**src/smbus_boot_regs.svh**
```systemverilog
`ifndef SMBUS_BOOT_REGS_SVH
`define SMBUS_BOOT_REGS_SVH

// Channels and per-channel register slots
`define NUM_CHAN        4
`define CHAN_SLOTS      8

// Slave address scheme (seven-bit)
`define BASE_ADDR7      7'h18
`define TEST_ADDR7      7'h18
`define MAX_ADDR7       7'h27

// EEPROM load sequence
`define EE_DEV_W        8'hA0
`define EE_DEV_R        8'hA1
`define EE_WORD_ADDR    8'h00
`define EE_LAST_BYTE    6'h1F

// Register offsets on the two-wire bus
`define OFS_RATE        8'h2F
`define OFS_CNT0_LO     8'h60
`define OFS_CNT0_HI     8'h61
`define OFS_CNT1_LO     8'h62
`define OFS_CNT1_HI     8'h63
`define OFS_CNT_TOL     8'h64
`define OFS_SWING       8'h2D
`define OFS_DEEMPH      8'h15
`define OFS_CHAN_SEL    8'hFF

// Slot of each register inside a channel
`define SLOT_RATE       3'h0
`define SLOT_CNT0_LO    3'h1
`define SLOT_CNT0_HI    3'h2
`define SLOT_CNT1_LO    3'h3
`define SLOT_CNT1_HI    3'h4
`define SLOT_CNT_TOL    3'h5
`define SLOT_SWING      3'h6
`define SLOT_DEEMPH     3'h7

// Rate nibble selecting the dual Ethernet mode
`define RATE_AUTO_ETH   4'hF

// Bit positions in the pin synchroniser
`define SY_MODE         5
`define SY_RDN          4

// Timing
`define CLK_PERIOD_NS   25
`define SCL_PERIOD_NS   200
`define SCL_QUARTER_CYC (`SCL_PERIOD_NS / (4 * `CLK_PERIOD_NS))
`define MEAS_WINDOW_NS  51200
`define MEAS_WINDOW_CYC (`MEAS_WINDOW_NS / `CLK_PERIOD_NS)

`endif

```
**src/smbus_boot_pkg.sv**
```systemverilog
`include "smbus_boot_regs.svh"

package smbus_boot_pkg;

  typedef enum logic [1:0] {T_BOOT, T_WAIT, T_LOAD, T_SLAVE} top_type;
  typedef enum logic [1:0] {M_START, M_SEND, M_RECV, M_STOP} mst_type;
  typedef enum logic [2:0] {S_IDLE, S_ADDR, S_REG, S_WR, S_RD} slv_type;

  typedef struct packed {
    top_type                                 top;
    mst_type                                 mst;
    slv_type                                 slv;
    logic [5:0]                              sy1;
    logic [5:0]                              sy2;
    logic [1:0]                              ln1;
    logic [1:0]                              ln2;
    logic [1:0]                              ln3;
    logic [`NUM_CHAN-1:0]                    os1;
    logic [`NUM_CHAN-1:0]                    os2;
    logic [`NUM_CHAN-1:0]                    os3;
    logic [1:0]                              boot;
    logic                                    mode_slave;
    logic [6:0]                              addr;
    logic                                    done_n;
    logic                                    drv_lvl;
    logic                                    scl_oe;
    logic                                    sda_oe;
    logic                                    nack;
    logic [1:0]                              ph;
    logic [3:0]                              qc;
    logic [3:0]                              bitn;
    logic [2:0]                              step;
    logic [5:0]                              nbyte;
    logic [7:0]                              sh;
    logic [3:0]                              cnt;
    logic [7:0]                              ptr;
    logic [7:0]                              tx;
    logic [1:0]                              chsel;
    logic [`NUM_CHAN-1:0][`CHAN_SLOTS-1:0][7:0] regs;
    logic [15:0]                             win;
    logic [`NUM_CHAN-1:0][15:0]              fcnt;
    logic [`NUM_CHAN-1:0]                    lock_ok;
    logic [`NUM_CHAN-1:0]                    auto_eth;
  } state_type;

endpackage

```
**src/smbus_config_boot.sv**
```systemverilog
// Functional notes
// - In master mode, start EEPROM load only after read-enable is sampled low.
// - Drive done output low when the EEPROM load completes.
// - After the load, give up mastership and serve as a bus slave.
// - Take the bus for a load only when read-enable is seen low.
// - Sample the four address straps once at power-up and latch them.
// - Seven-bit address is 0x18 plus strap value, write addresses 0x30 to 0x4E.
// - Slave mode with read-enable not low uses fixed test address 0x18.
// - Address byte LSB selects direction: 0 write, 1 read-back.
// - After the load completes, or at once in slave mode, all registers are readable and writable over the bus.
// - Rate, swing, de-emphasis and count settings are held per channel.
// - Rate nibble 0x2F[7:4] and registers 0x60 to 0x64 are bus-writable.
// - Reject false lock by counting oscillator against reference versus expected count.
// - Rate nibble 4'b1111 selects dual Ethernet mode with automatic group choice.
`timescale 1ns/1ps
`include "smbus_boot_regs.svh"

module smbus_config_boot
  import smbus_boot_pkg::*;
#(
  parameter int MEAS_WINDOW_CYC = `MEAS_WINDOW_CYC
) (
  input  wire logic                         clk,
  input  wire logic                         rst,
  input  wire logic                         bus_mode_select,
  input  wire logic                         read_en_n,
  input  wire logic [3:0]                   slave_addr_strap_pins,
  input  wire logic                         two_wire_serial_clock_i,
  output logic                              two_wire_serial_clock_o,
  output logic                              two_wire_serial_clock_oe,
  input  wire logic                         serial_data_i,
  output logic                              serial_data_o,
  output logic                              serial_data_oe,
  input  wire logic [`NUM_CHAN-1:0]         recovered_clock_oscillator_div,
  output logic                              done_n,
  output logic [6:0]                        slave_addr,
  output logic [`NUM_CHAN*`CHAN_SLOTS*8-1:0] channel_config,
  output logic [`NUM_CHAN-1:0]              dual_rate_auto,
  output logic [`NUM_CHAN-1:0]              freq_lock_ok
);

  state_type            st;
  state_type            nx;
  logic [`NUM_CHAN-1:0] fmatch;
  logic                 tick;
  logic                 rise;
  logic                 fall;
  logic                 start_c;
  logic                 stop_c;

  function automatic mst_type seg_kind(input logic [2:0] s);
    case (s)
      3'h0, 3'h3:       seg_kind = M_START;
      3'h1, 3'h2, 3'h4: seg_kind = M_SEND;
      3'h5:             seg_kind = M_RECV;
      default:          seg_kind = M_STOP;
    endcase
  endfunction

  function automatic logic [7:0] seg_byte(input logic [2:0] s);
    case (s)
      3'h1:    seg_byte = `EE_DEV_W;
      3'h2:    seg_byte = `EE_WORD_ADDR;
      3'h4:    seg_byte = `EE_DEV_R;
      default: seg_byte = 8'h00;
    endcase
  endfunction

  // Valid flag and slot of a per-channel register offset
  function automatic logic [3:0] slot_of(input logic [7:0] a);
    case (a)
      `OFS_RATE:    slot_of = {1'b1, `SLOT_RATE};
      `OFS_CNT0_LO: slot_of = {1'b1, `SLOT_CNT0_LO};
      `OFS_CNT0_HI: slot_of = {1'b1, `SLOT_CNT0_HI};
      `OFS_CNT1_LO: slot_of = {1'b1, `SLOT_CNT1_LO};
      `OFS_CNT1_HI: slot_of = {1'b1, `SLOT_CNT1_HI};
      `OFS_CNT_TOL: slot_of = {1'b1, `SLOT_CNT_TOL};
      `OFS_SWING:   slot_of = {1'b1, `SLOT_SWING};
      `OFS_DEEMPH:  slot_of = {1'b1, `SLOT_DEEMPH};
      default:      slot_of = 4'h0;
    endcase
  endfunction

  function automatic logic [7:0] rd_byte(input state_type s, input logic [7:0] a);
    logic [3:0] sl;
    sl = slot_of(a);
    if (a == `OFS_CHAN_SEL) rd_byte = {6'h00, s.chsel};
    else if (sl[3]) rd_byte = s.regs[s.chsel][sl[2:0]];
    else rd_byte = 8'h00;
  endfunction

  function automatic logic near(input logic [15:0] a, input logic [15:0] b, input logic [3:0] t);
    near = ((a >= b) ? (a - b) : (b - a)) <= {12'h000, t};
  endfunction

  // Count inside window versus expected count of group 0, and of group 1 only in dual Ethernet mode
  generate
    for (genvar c = 0; c < `NUM_CHAN; c++) begin : g_chan
      assign fmatch[c] = near(st.fcnt[c], {1'b0, st.regs[c][`SLOT_CNT0_HI][6:0], st.regs[c][`SLOT_CNT0_LO]},
                              st.regs[c][`SLOT_CNT_TOL][3:0])
                       | (st.auto_eth[c] & near(st.fcnt[c],
                              {1'b0, st.regs[c][`SLOT_CNT1_HI][6:0], st.regs[c][`SLOT_CNT1_LO]},
                              st.regs[c][`SLOT_CNT_TOL][7:4]));
    end
  endgenerate

  assign tick    = (st.qc == 4'(`SCL_QUARTER_CYC - 1));
  assign rise    = st.ln2[1] & ~st.ln3[1];
  assign fall    = ~st.ln2[1] & st.ln3[1];
  assign start_c = st.ln2[1] & st.ln3[1] & ~st.ln2[0] & st.ln3[0];
  assign stop_c  = st.ln2[1] & st.ln3[1] & st.ln2[0] & ~st.ln3[0];

  always_comb begin
    logic [3:0] sl;
    sl = 4'h0;
    nx = st;
    nx.sy1 = {bus_mode_select, read_en_n, slave_addr_strap_pins};
    nx.sy2 = st.sy1;
    nx.ln1 = {two_wire_serial_clock_i, serial_data_i};
    nx.ln2 = st.ln1;
    nx.ln3 = st.ln2;
    nx.os1 = recovered_clock_oscillator_div;
    nx.os2 = st.os1;
    nx.os3 = st.os2;
    nx.drv_lvl = 1'b0;
    case (st.top)
      T_BOOT: begin
        nx.boot = st.boot + 2'h1;
        if (st.boot == 2'h3) begin
          nx.mode_slave = st.sy2[`SY_MODE];
          if (st.sy2[`SY_MODE] && st.sy2[`SY_RDN]) begin
            nx.addr = `TEST_ADDR7;
          end else begin
            nx.addr = `BASE_ADDR7 + {3'h0, st.sy2[3:0]};
          end
          nx.top = st.sy2[`SY_MODE] ? T_SLAVE : T_WAIT;
          nx.done_n = ~st.sy2[`SY_MODE];
        end
      end
      T_WAIT: begin
        if (!st.sy2[`SY_RDN]) begin
          nx.top = T_LOAD;
          nx.mst = M_START;
          nx.step = 3'h0;
          nx.ph = 2'h0;
          nx.qc = 4'h0;
          nx.nbyte = 6'h00;
          nx.nack = 1'b0;
        end
      end
      T_LOAD: begin
        nx.qc = tick ? 4'h0 : st.qc + 4'h1;
        if (tick) begin
          nx.ph = st.ph + 2'h1;
          case (st.ph)
            2'h0: nx.scl_oe = 1'b0;
            2'h1: begin
              if (st.mst == M_START) nx.sda_oe = 1'b1;
              else if (st.mst == M_STOP) nx.sda_oe = 1'b0;
            end
            2'h2: begin
              if (st.mst != M_STOP) nx.scl_oe = 1'b1;
              if (st.mst == M_SEND && st.bitn == 4'h8) nx.nack = st.nack | st.ln2[0];
              if (st.mst == M_RECV && st.bitn != 4'h8) nx.sh = {st.sh[6:0], st.ln2[0]};
            end
            default: begin
              if ((st.mst == M_SEND || st.mst == M_RECV) && st.bitn != 4'h8) begin
                nx.bitn = st.bitn + 4'h1;
                if (st.mst == M_SEND) begin
                  nx.sh = {st.sh[6:0], 1'b0};
                  nx.sda_oe = (st.bitn == 4'h7) ? 1'b0 : ~st.sh[6];
                end else begin
                  if (st.bitn == 4'h7) nx.regs[st.nbyte[4:3]][st.nbyte[2:0]] = st.sh;
                  nx.sda_oe = (st.bitn == 4'h7) && (st.nbyte != `EE_LAST_BYTE);
                end
              end else if (st.mst == M_RECV && st.nbyte != `EE_LAST_BYTE) begin
                nx.nbyte = st.nbyte + 6'h01;
                nx.bitn = 4'h0;
                nx.sda_oe = 1'b0;
              end else if (st.mst == M_STOP) begin
                nx.sda_oe = 1'b0;
                nx.scl_oe = 1'b0;
                nx.step = 3'h0;
                nx.mst = M_START;
                nx.nbyte = 6'h00;
                nx.nack = 1'b0;
                if (!st.nack) begin
                  nx.top = T_SLAVE;
                  nx.done_n = 1'b0;
                end
              end else begin
                nx.step = st.nack ? 3'h6 : st.step + 3'h1;
                nx.mst = seg_kind(nx.step);
                nx.sh = seg_byte(nx.step);
                nx.bitn = 4'h0;
                nx.sda_oe = (nx.mst == M_STOP) | ((nx.mst == M_SEND) & ~nx.sh[7]);
              end
            end
          endcase
        end
      end
      T_SLAVE: begin
        if (start_c) begin
          nx.slv = S_ADDR;
          nx.cnt = 4'hF; // Clock fall after START wraps to bit zero
          nx.sda_oe = 1'b0;
        end else if (stop_c) begin
          nx.slv = S_IDLE;
          nx.sda_oe = 1'b0;
        end else if (st.slv != S_IDLE) begin
          if (rise) begin
            if (st.cnt != 4'h8) begin
              nx.sh = {st.sh[6:0], st.ln2[0]};
            end else if (st.slv == S_RD && !st.sda_oe) begin
              if (st.ln2[0]) begin
                nx.slv = S_IDLE;
              end else begin
                nx.ptr = st.ptr + 8'h01;
                nx.tx = rd_byte(st, st.ptr + 8'h01);
              end
            end
          end
          if (fall) begin
            nx.cnt = (st.cnt == 4'h8) ? 4'h0 : st.cnt + 4'h1;
            if (st.cnt == 4'h7) begin
              nx.sda_oe = 1'b1;
              case (st.slv)
                S_ADDR: begin
                  if (st.sh[7:1] == st.addr) begin
                    nx.slv = st.sh[0] ? S_RD : S_REG;
                    nx.tx = rd_byte(st, st.ptr);
                  end else begin
                    nx.slv = S_IDLE;
                    nx.sda_oe = 1'b0;
                  end
                end
                S_REG: begin
                  nx.ptr = st.sh;
                  nx.slv = S_WR;
                end
                S_WR: begin
                  sl = slot_of(st.ptr);
                  if (st.ptr == `OFS_CHAN_SEL) nx.chsel = st.sh[1:0];
                  else if (sl[3]) nx.regs[st.chsel][sl[2:0]] = st.sh;
                  nx.ptr = st.ptr + 8'h01;
                end
                default: nx.sda_oe = 1'b0;
              endcase
            end else if (st.cnt == 4'h8) begin
              nx.sda_oe = (st.slv == S_RD) & ~st.tx[7];
            end else if (st.slv == S_RD) begin
              nx.sda_oe = ~st.tx[6];
              nx.tx = {st.tx[6:0], 1'b0};
            end
          end
        end
      end
      default: nx.top = T_BOOT;
    endcase
    nx.win = (st.win == 16'(MEAS_WINDOW_CYC - 1)) ? 16'h0000 : st.win + 16'h0001;
    for (int c = 0; c < `NUM_CHAN; c++) begin
      nx.auto_eth[c] = (st.regs[c][`SLOT_RATE][7:4] == `RATE_AUTO_ETH);
      if (st.win == 16'(MEAS_WINDOW_CYC - 1)) begin
        nx.lock_ok[c] = fmatch[c];
        nx.fcnt[c] = {15'h0000, st.os2[c] & ~st.os3[c]};
      end else begin
        nx.fcnt[c] = st.fcnt[c] + {15'h0000, st.os2[c] & ~st.os3[c]};
      end
    end
  end

  always_ff @(posedge clk) begin
    if (rst) begin
      st <= '0;
      st.done_n <= 1'b1;
    end else begin
      st <= nx;
    end
  end

  assign two_wire_serial_clock_o  = st.drv_lvl;
  assign two_wire_serial_clock_oe = st.scl_oe;
  assign serial_data_o            = st.drv_lvl;
  assign serial_data_oe           = st.sda_oe;
  assign done_n                   = st.done_n;
  assign slave_addr               = st.addr;
  assign channel_config           = st.regs;
  assign dual_rate_auto           = st.auto_eth;
  assign freq_lock_ok             = st.lock_ok;
endmodule // smbus_config_boot

```
**config.mk**
```make
export PLATFORM = sky130hd
export DESIGN_NAME = smbus_config_boot
export DESIGN_NICKNAME = d
export VERILOG_FILES = /design/src/smbus_boot_pkg.sv /design/src/smbus_config_boot.sv
export VERILOG_INCLUDE_DIRS = /design/src
export SDC_FILE = /design/constraint.sdc
export NUM_CORES = 2
export LEC_CHECK = 0
export ABC_AREA = 1
export BUFFER_PORTS_ARGS = -buffer_cell sky130_fd_sc_hd__buf_2
export CAP_MARGIN = 15
export CORE_ASPECT_RATIO = 0.9
export CORE_MARGIN = 2
export CORE_UTILIZATION = 46
export CTS_CLUSTER_DIAMETER = 150
export DETAILED_ROUTE_END_ITERATION = 6
export MAX_ROUTING_LAYER = met4
export SYNTH_ARGS = -nofsm -noshare
export SYNTH_HDL_FRONTEND = slang
export SYNTH_SLANG_ARGS = --single-unit
```
**constraint.sdc**
```tcl
create_clock -name clk -period 4.15 [get_ports clk]
set_input_delay 0 -clock clk [delete_from_list [all_inputs] [get_ports clk]]
set_output_delay 0 -clock clk [all_outputs]
set_load 0.01 [all_outputs]
```
==> reports/results.ini <==
[drt]
wire_per_inst_um=25.2
wirelength_mm=181
top_layer=met4
first_iter_violations=5496
antenna_left=0
via_count=42888
viasPerCell=5.95
met2_length_mm=73.5
drc=7
dr.pass1.iters=7
drt-met1-wl_mm=78.4
routed-wl-met3_mm=20.1

[placed_design]
gp_congestion=1.05
port_buffers=286
dp_hpwl_mm=142
dp_slack_ns=0.208
dpl_cell_area_sq_um=40500

[cells_and_area]
area_delta_synth_final_pct=8.94
final_area_sq_um=42500
num-fill-cells=8868
drive_gt1_share_pct=11.8
final_core_util_pct=50.5
fin_nets=6360

[clock_network]
clock-sinks=441
insertion_delay_ns=0.67
cts_htree_levels=2
clk_path_buf_depth=3
cts_tree=built
numCtsBuffers=53
postCtsSetupBuffers=0
clk_pin_slew_ns=0.07
root_buffer=clkbuf_16

[logic_synthesis]
synth_area_per_cell_sq_um=6.56
syn_inst=5949
synth-main-ff-cell=dfxtp_1
synth-async-reset-ratio_pct=0
yosysWarnings=0
synthDistinctLibCells=67
synth_seq_cells=441
seq_area_frac_synth_pct=22.6
syn_area_sq_um=39000
synth_edf_count=0

[hold_path]
hold_depth=4
hold_class=in -> reg
min_from=read_en_n
hold_end=nx[430]

[timing]
worst_pin_slew_ns=1.32
timing.hold.ws_ns=0.0775
finalClockSkew_ns=0.0535
slew_violations=0
fmax_mhz=261
hold_viol=0
setup_viol=0
min_period_ns=3.83
final.setup.worst_slack_ns=0.318
period_share_pct=92.3
slew-limit-headroom_pct=12.3

[critical_path]
endpoint_kind=flop
rrSetupSlack_ns=0.32
reg2reg_depth=23
critPathMaxFanout=5
critPathLaunchType=flop
worstPathArrival_ns=4.44
worst_ep_required_time_ns=4.75
r2r-end=freq_lock_ok[1]
rr_startpoint=channel_config[77]
crit_type=reg -> reg

[power]
ir_worst_vdd_v=0.000342
leakage_uw=0.0195
power.density_nw_per_um2=347
finalPower_uw=14700

[global_route]
antenna_found_initial=12
grt_pass1_vias=38955
grt_max_degree=134
track_usage_pct=40.9
grt_pass1_wl_mm=261
grt.overflow.total=0

[floorplanning]
pin_count=290
die_area_sq_um=87200
die_y_um=280
start_util_pct=46.4
core.rowCount=101
die_w_um=311
core-area_sq_um=84200

[job]
drv_cap=0

[status]
status=finished, violations left
violations=design-rule violations

-- through the flow --
stage	TNS, ns	instances
after global placement	0	7086
final	0	7206
after floorplan	0	5951
after detailed placement	0	7086
after global routing	-0.00954	7205
after CTS	0	7196
-- power breakdown --
group | switching (uW) | leakage (uW) | internal (uW)
clock | 2120 | 0.000864 | 2810
combinational | 3570 | 0.0151 | 1570
sequential | 252 | 0.00356 | 4420
-- state kept, by name (all words and copies together), names as in the netlist --
| name | flops |
|---|---|
| serial_data_oe | 1 |
| st | 151 |
| dual_rate_auto | 4 |
| nx | 18 |
| channel_config | 256 |
| slave_addr | 5 |
| freq_lock_ok | 4 |
| two_wire_serial_clock_oe | 1 |
| done_n | 1 |
-- critical path, cell delays in order (launching register included) --
cell and delay, ns:
dfxtp_1 0.41, inv_1 0.20, ha_1 0.43, inv_1 0.09
o21bai_1 0.22, a21oi_1 0.13, nand2_1 0.12, nand2_1 0.06
nand3_1 0.21, mux2i_1 0.24, xor2_1 0.16, inv_1 0.07
ha_1 0.29, a21oi_1 0.13, o21ai_0 0.09, o21ai_1 0.13
o21ai_0 0.11, nor2_1 0.11, nand2_1 0.06, nor2_1 0.13
nand3_1 0.09, nand2_1 0.15, nor2_1 0.06, nor2_1 0.08
-- cell families (layout without fill, tap and decap cells) --
family,after synthesis,count (layout),share of synthesized area [%]
adder cells (fa/ha/maj),325,325,10.7
other,1,13,0.00961
XOR/XNOR,98,98,2.20
AND/OR/NAND/NOR,1896,1896,20.3
flip-flops,441,441,22.6
multiplexers,5,5,0.128
buffers and inverters,1368,1480,16.0
AO/OA/AOI/OAI,1815,1815,28.0
-- layer usage --
layer / global-route usage (%) / vias to the layer above
met1: 55.0 / 20039
met3: 9.93 / 464
li1: - / 19945
met4: 17.5 / 0
met5: - / -
met2: 58.0 / 2440
-- synthesized netlist by cell type, types with 32 or more instances --
| cell type | n | share of area [%] |
|---|---|---|
| xor2_1 | 83 | 1.9 |
| nand4_1 | 40 | 0.64 |
| nand3_1 | 191 | 2.4 |
| o21ai_0 | 479 | 6.1 |
| clkinv_1 | 34 | 0.33 |
| a21o_1 | 35 | 0.67 |
| a21oi_1 | 625 | 8.0 |
| nand2_1 | 979 | 9.4 |
| o22ai_1 | 338 | 5.4 |
| buf_4 | 284 | 5.5 |
| inv_1 | 834 | 8.0 |
| dfxtp_1 | 441 | 23 |
| or2_2 | 32 | 0.51 |
| ha_1 | 309 | 9.9 |
| o21ai_1 | 32 | 0.41 |
| o211ai_1 | 61 | 1.2 |
| nor2_1 | 498 | 4.8 |
| clkbuf_1 | 143 | 1.4 |
| a221oi_1 | 42 | 0.94 |
| nor3_1 | 85 | 1.1 |
| buf_2 | 32 | 0.41 |
-- how the worst max path moves through the flow --
stage                 endpoint  cells after the start                from
2_1_floorplan  freq_lock_ok[1]                     27              st[24]
3_3_place_gp   freq_lock_ok[0]                     22  channel_config[33]
3_5_place_dp   freq_lock_ok[1]                     23  channel_config[83]
4_1_cts        freq_lock_ok[1]                     23  channel_config[83]
5_1_grt        freq_lock_ok[0]                     23  channel_config[33]
6_report       freq_lock_ok[1]                     23  channel_config[77]
-- cell usage in the layout (no fill, tap or decap), types with 13 or more instances in the layout --
master and n:
o211ai_1 61, inv_1 832, a21boi_0 17, a31oi_1 15, o21a_1 18, dfxtp_1 439, buf_2 285, nor4_1 15
nor3_1 85, a21o_1 35, o21bai_1 31, o221ai_1 15, o21ai_1 34, xor2_1 83, clkbuf_16 53, clkinv_1 34
o21ai_0 477, o22ai_1 338, nand3_1 189, inv_2 25, a21oi_1 624, or2_2 32, fa_1 16, dlygate4sd3_1 13
xnor2_1 15, a211oi_1 31, ha_1 304, nand2_1 975, a221oi_1 42, buf_4 186, nor3b_1 15, nor2_1 494
nand4_1 40, a221oi_4 19
-- area by class of cell --
| class | instances | area (sq um) | share of cell area (%) |
|---|---|---|---|
| well taps | 1133 | 1420 | 3.33 |
| inverters | 893 | 3360 | 7.90 |
| diodes | 10 | 25.0 | 0.0588 |
| clock inverters | 22 | 273 | 0.641 |
| multi-input cells | 4142 | 24000 | 56.5 |
| repair buffers | 490 | 3070 | 7.23 |
| clock buffers | 75 | 1520 | 3.57 |
| flip-flops and latches | 441 | 8830 | 20.8 |
-- what timing repair did --
item,in CTS,in global routing
hold endpoints to repair,18,0
resized for setup,0,17
endpoints found under the setup margin,0,3
hold buffers,13,0
No activity file was read; power rests on OpenSTA's default activity.
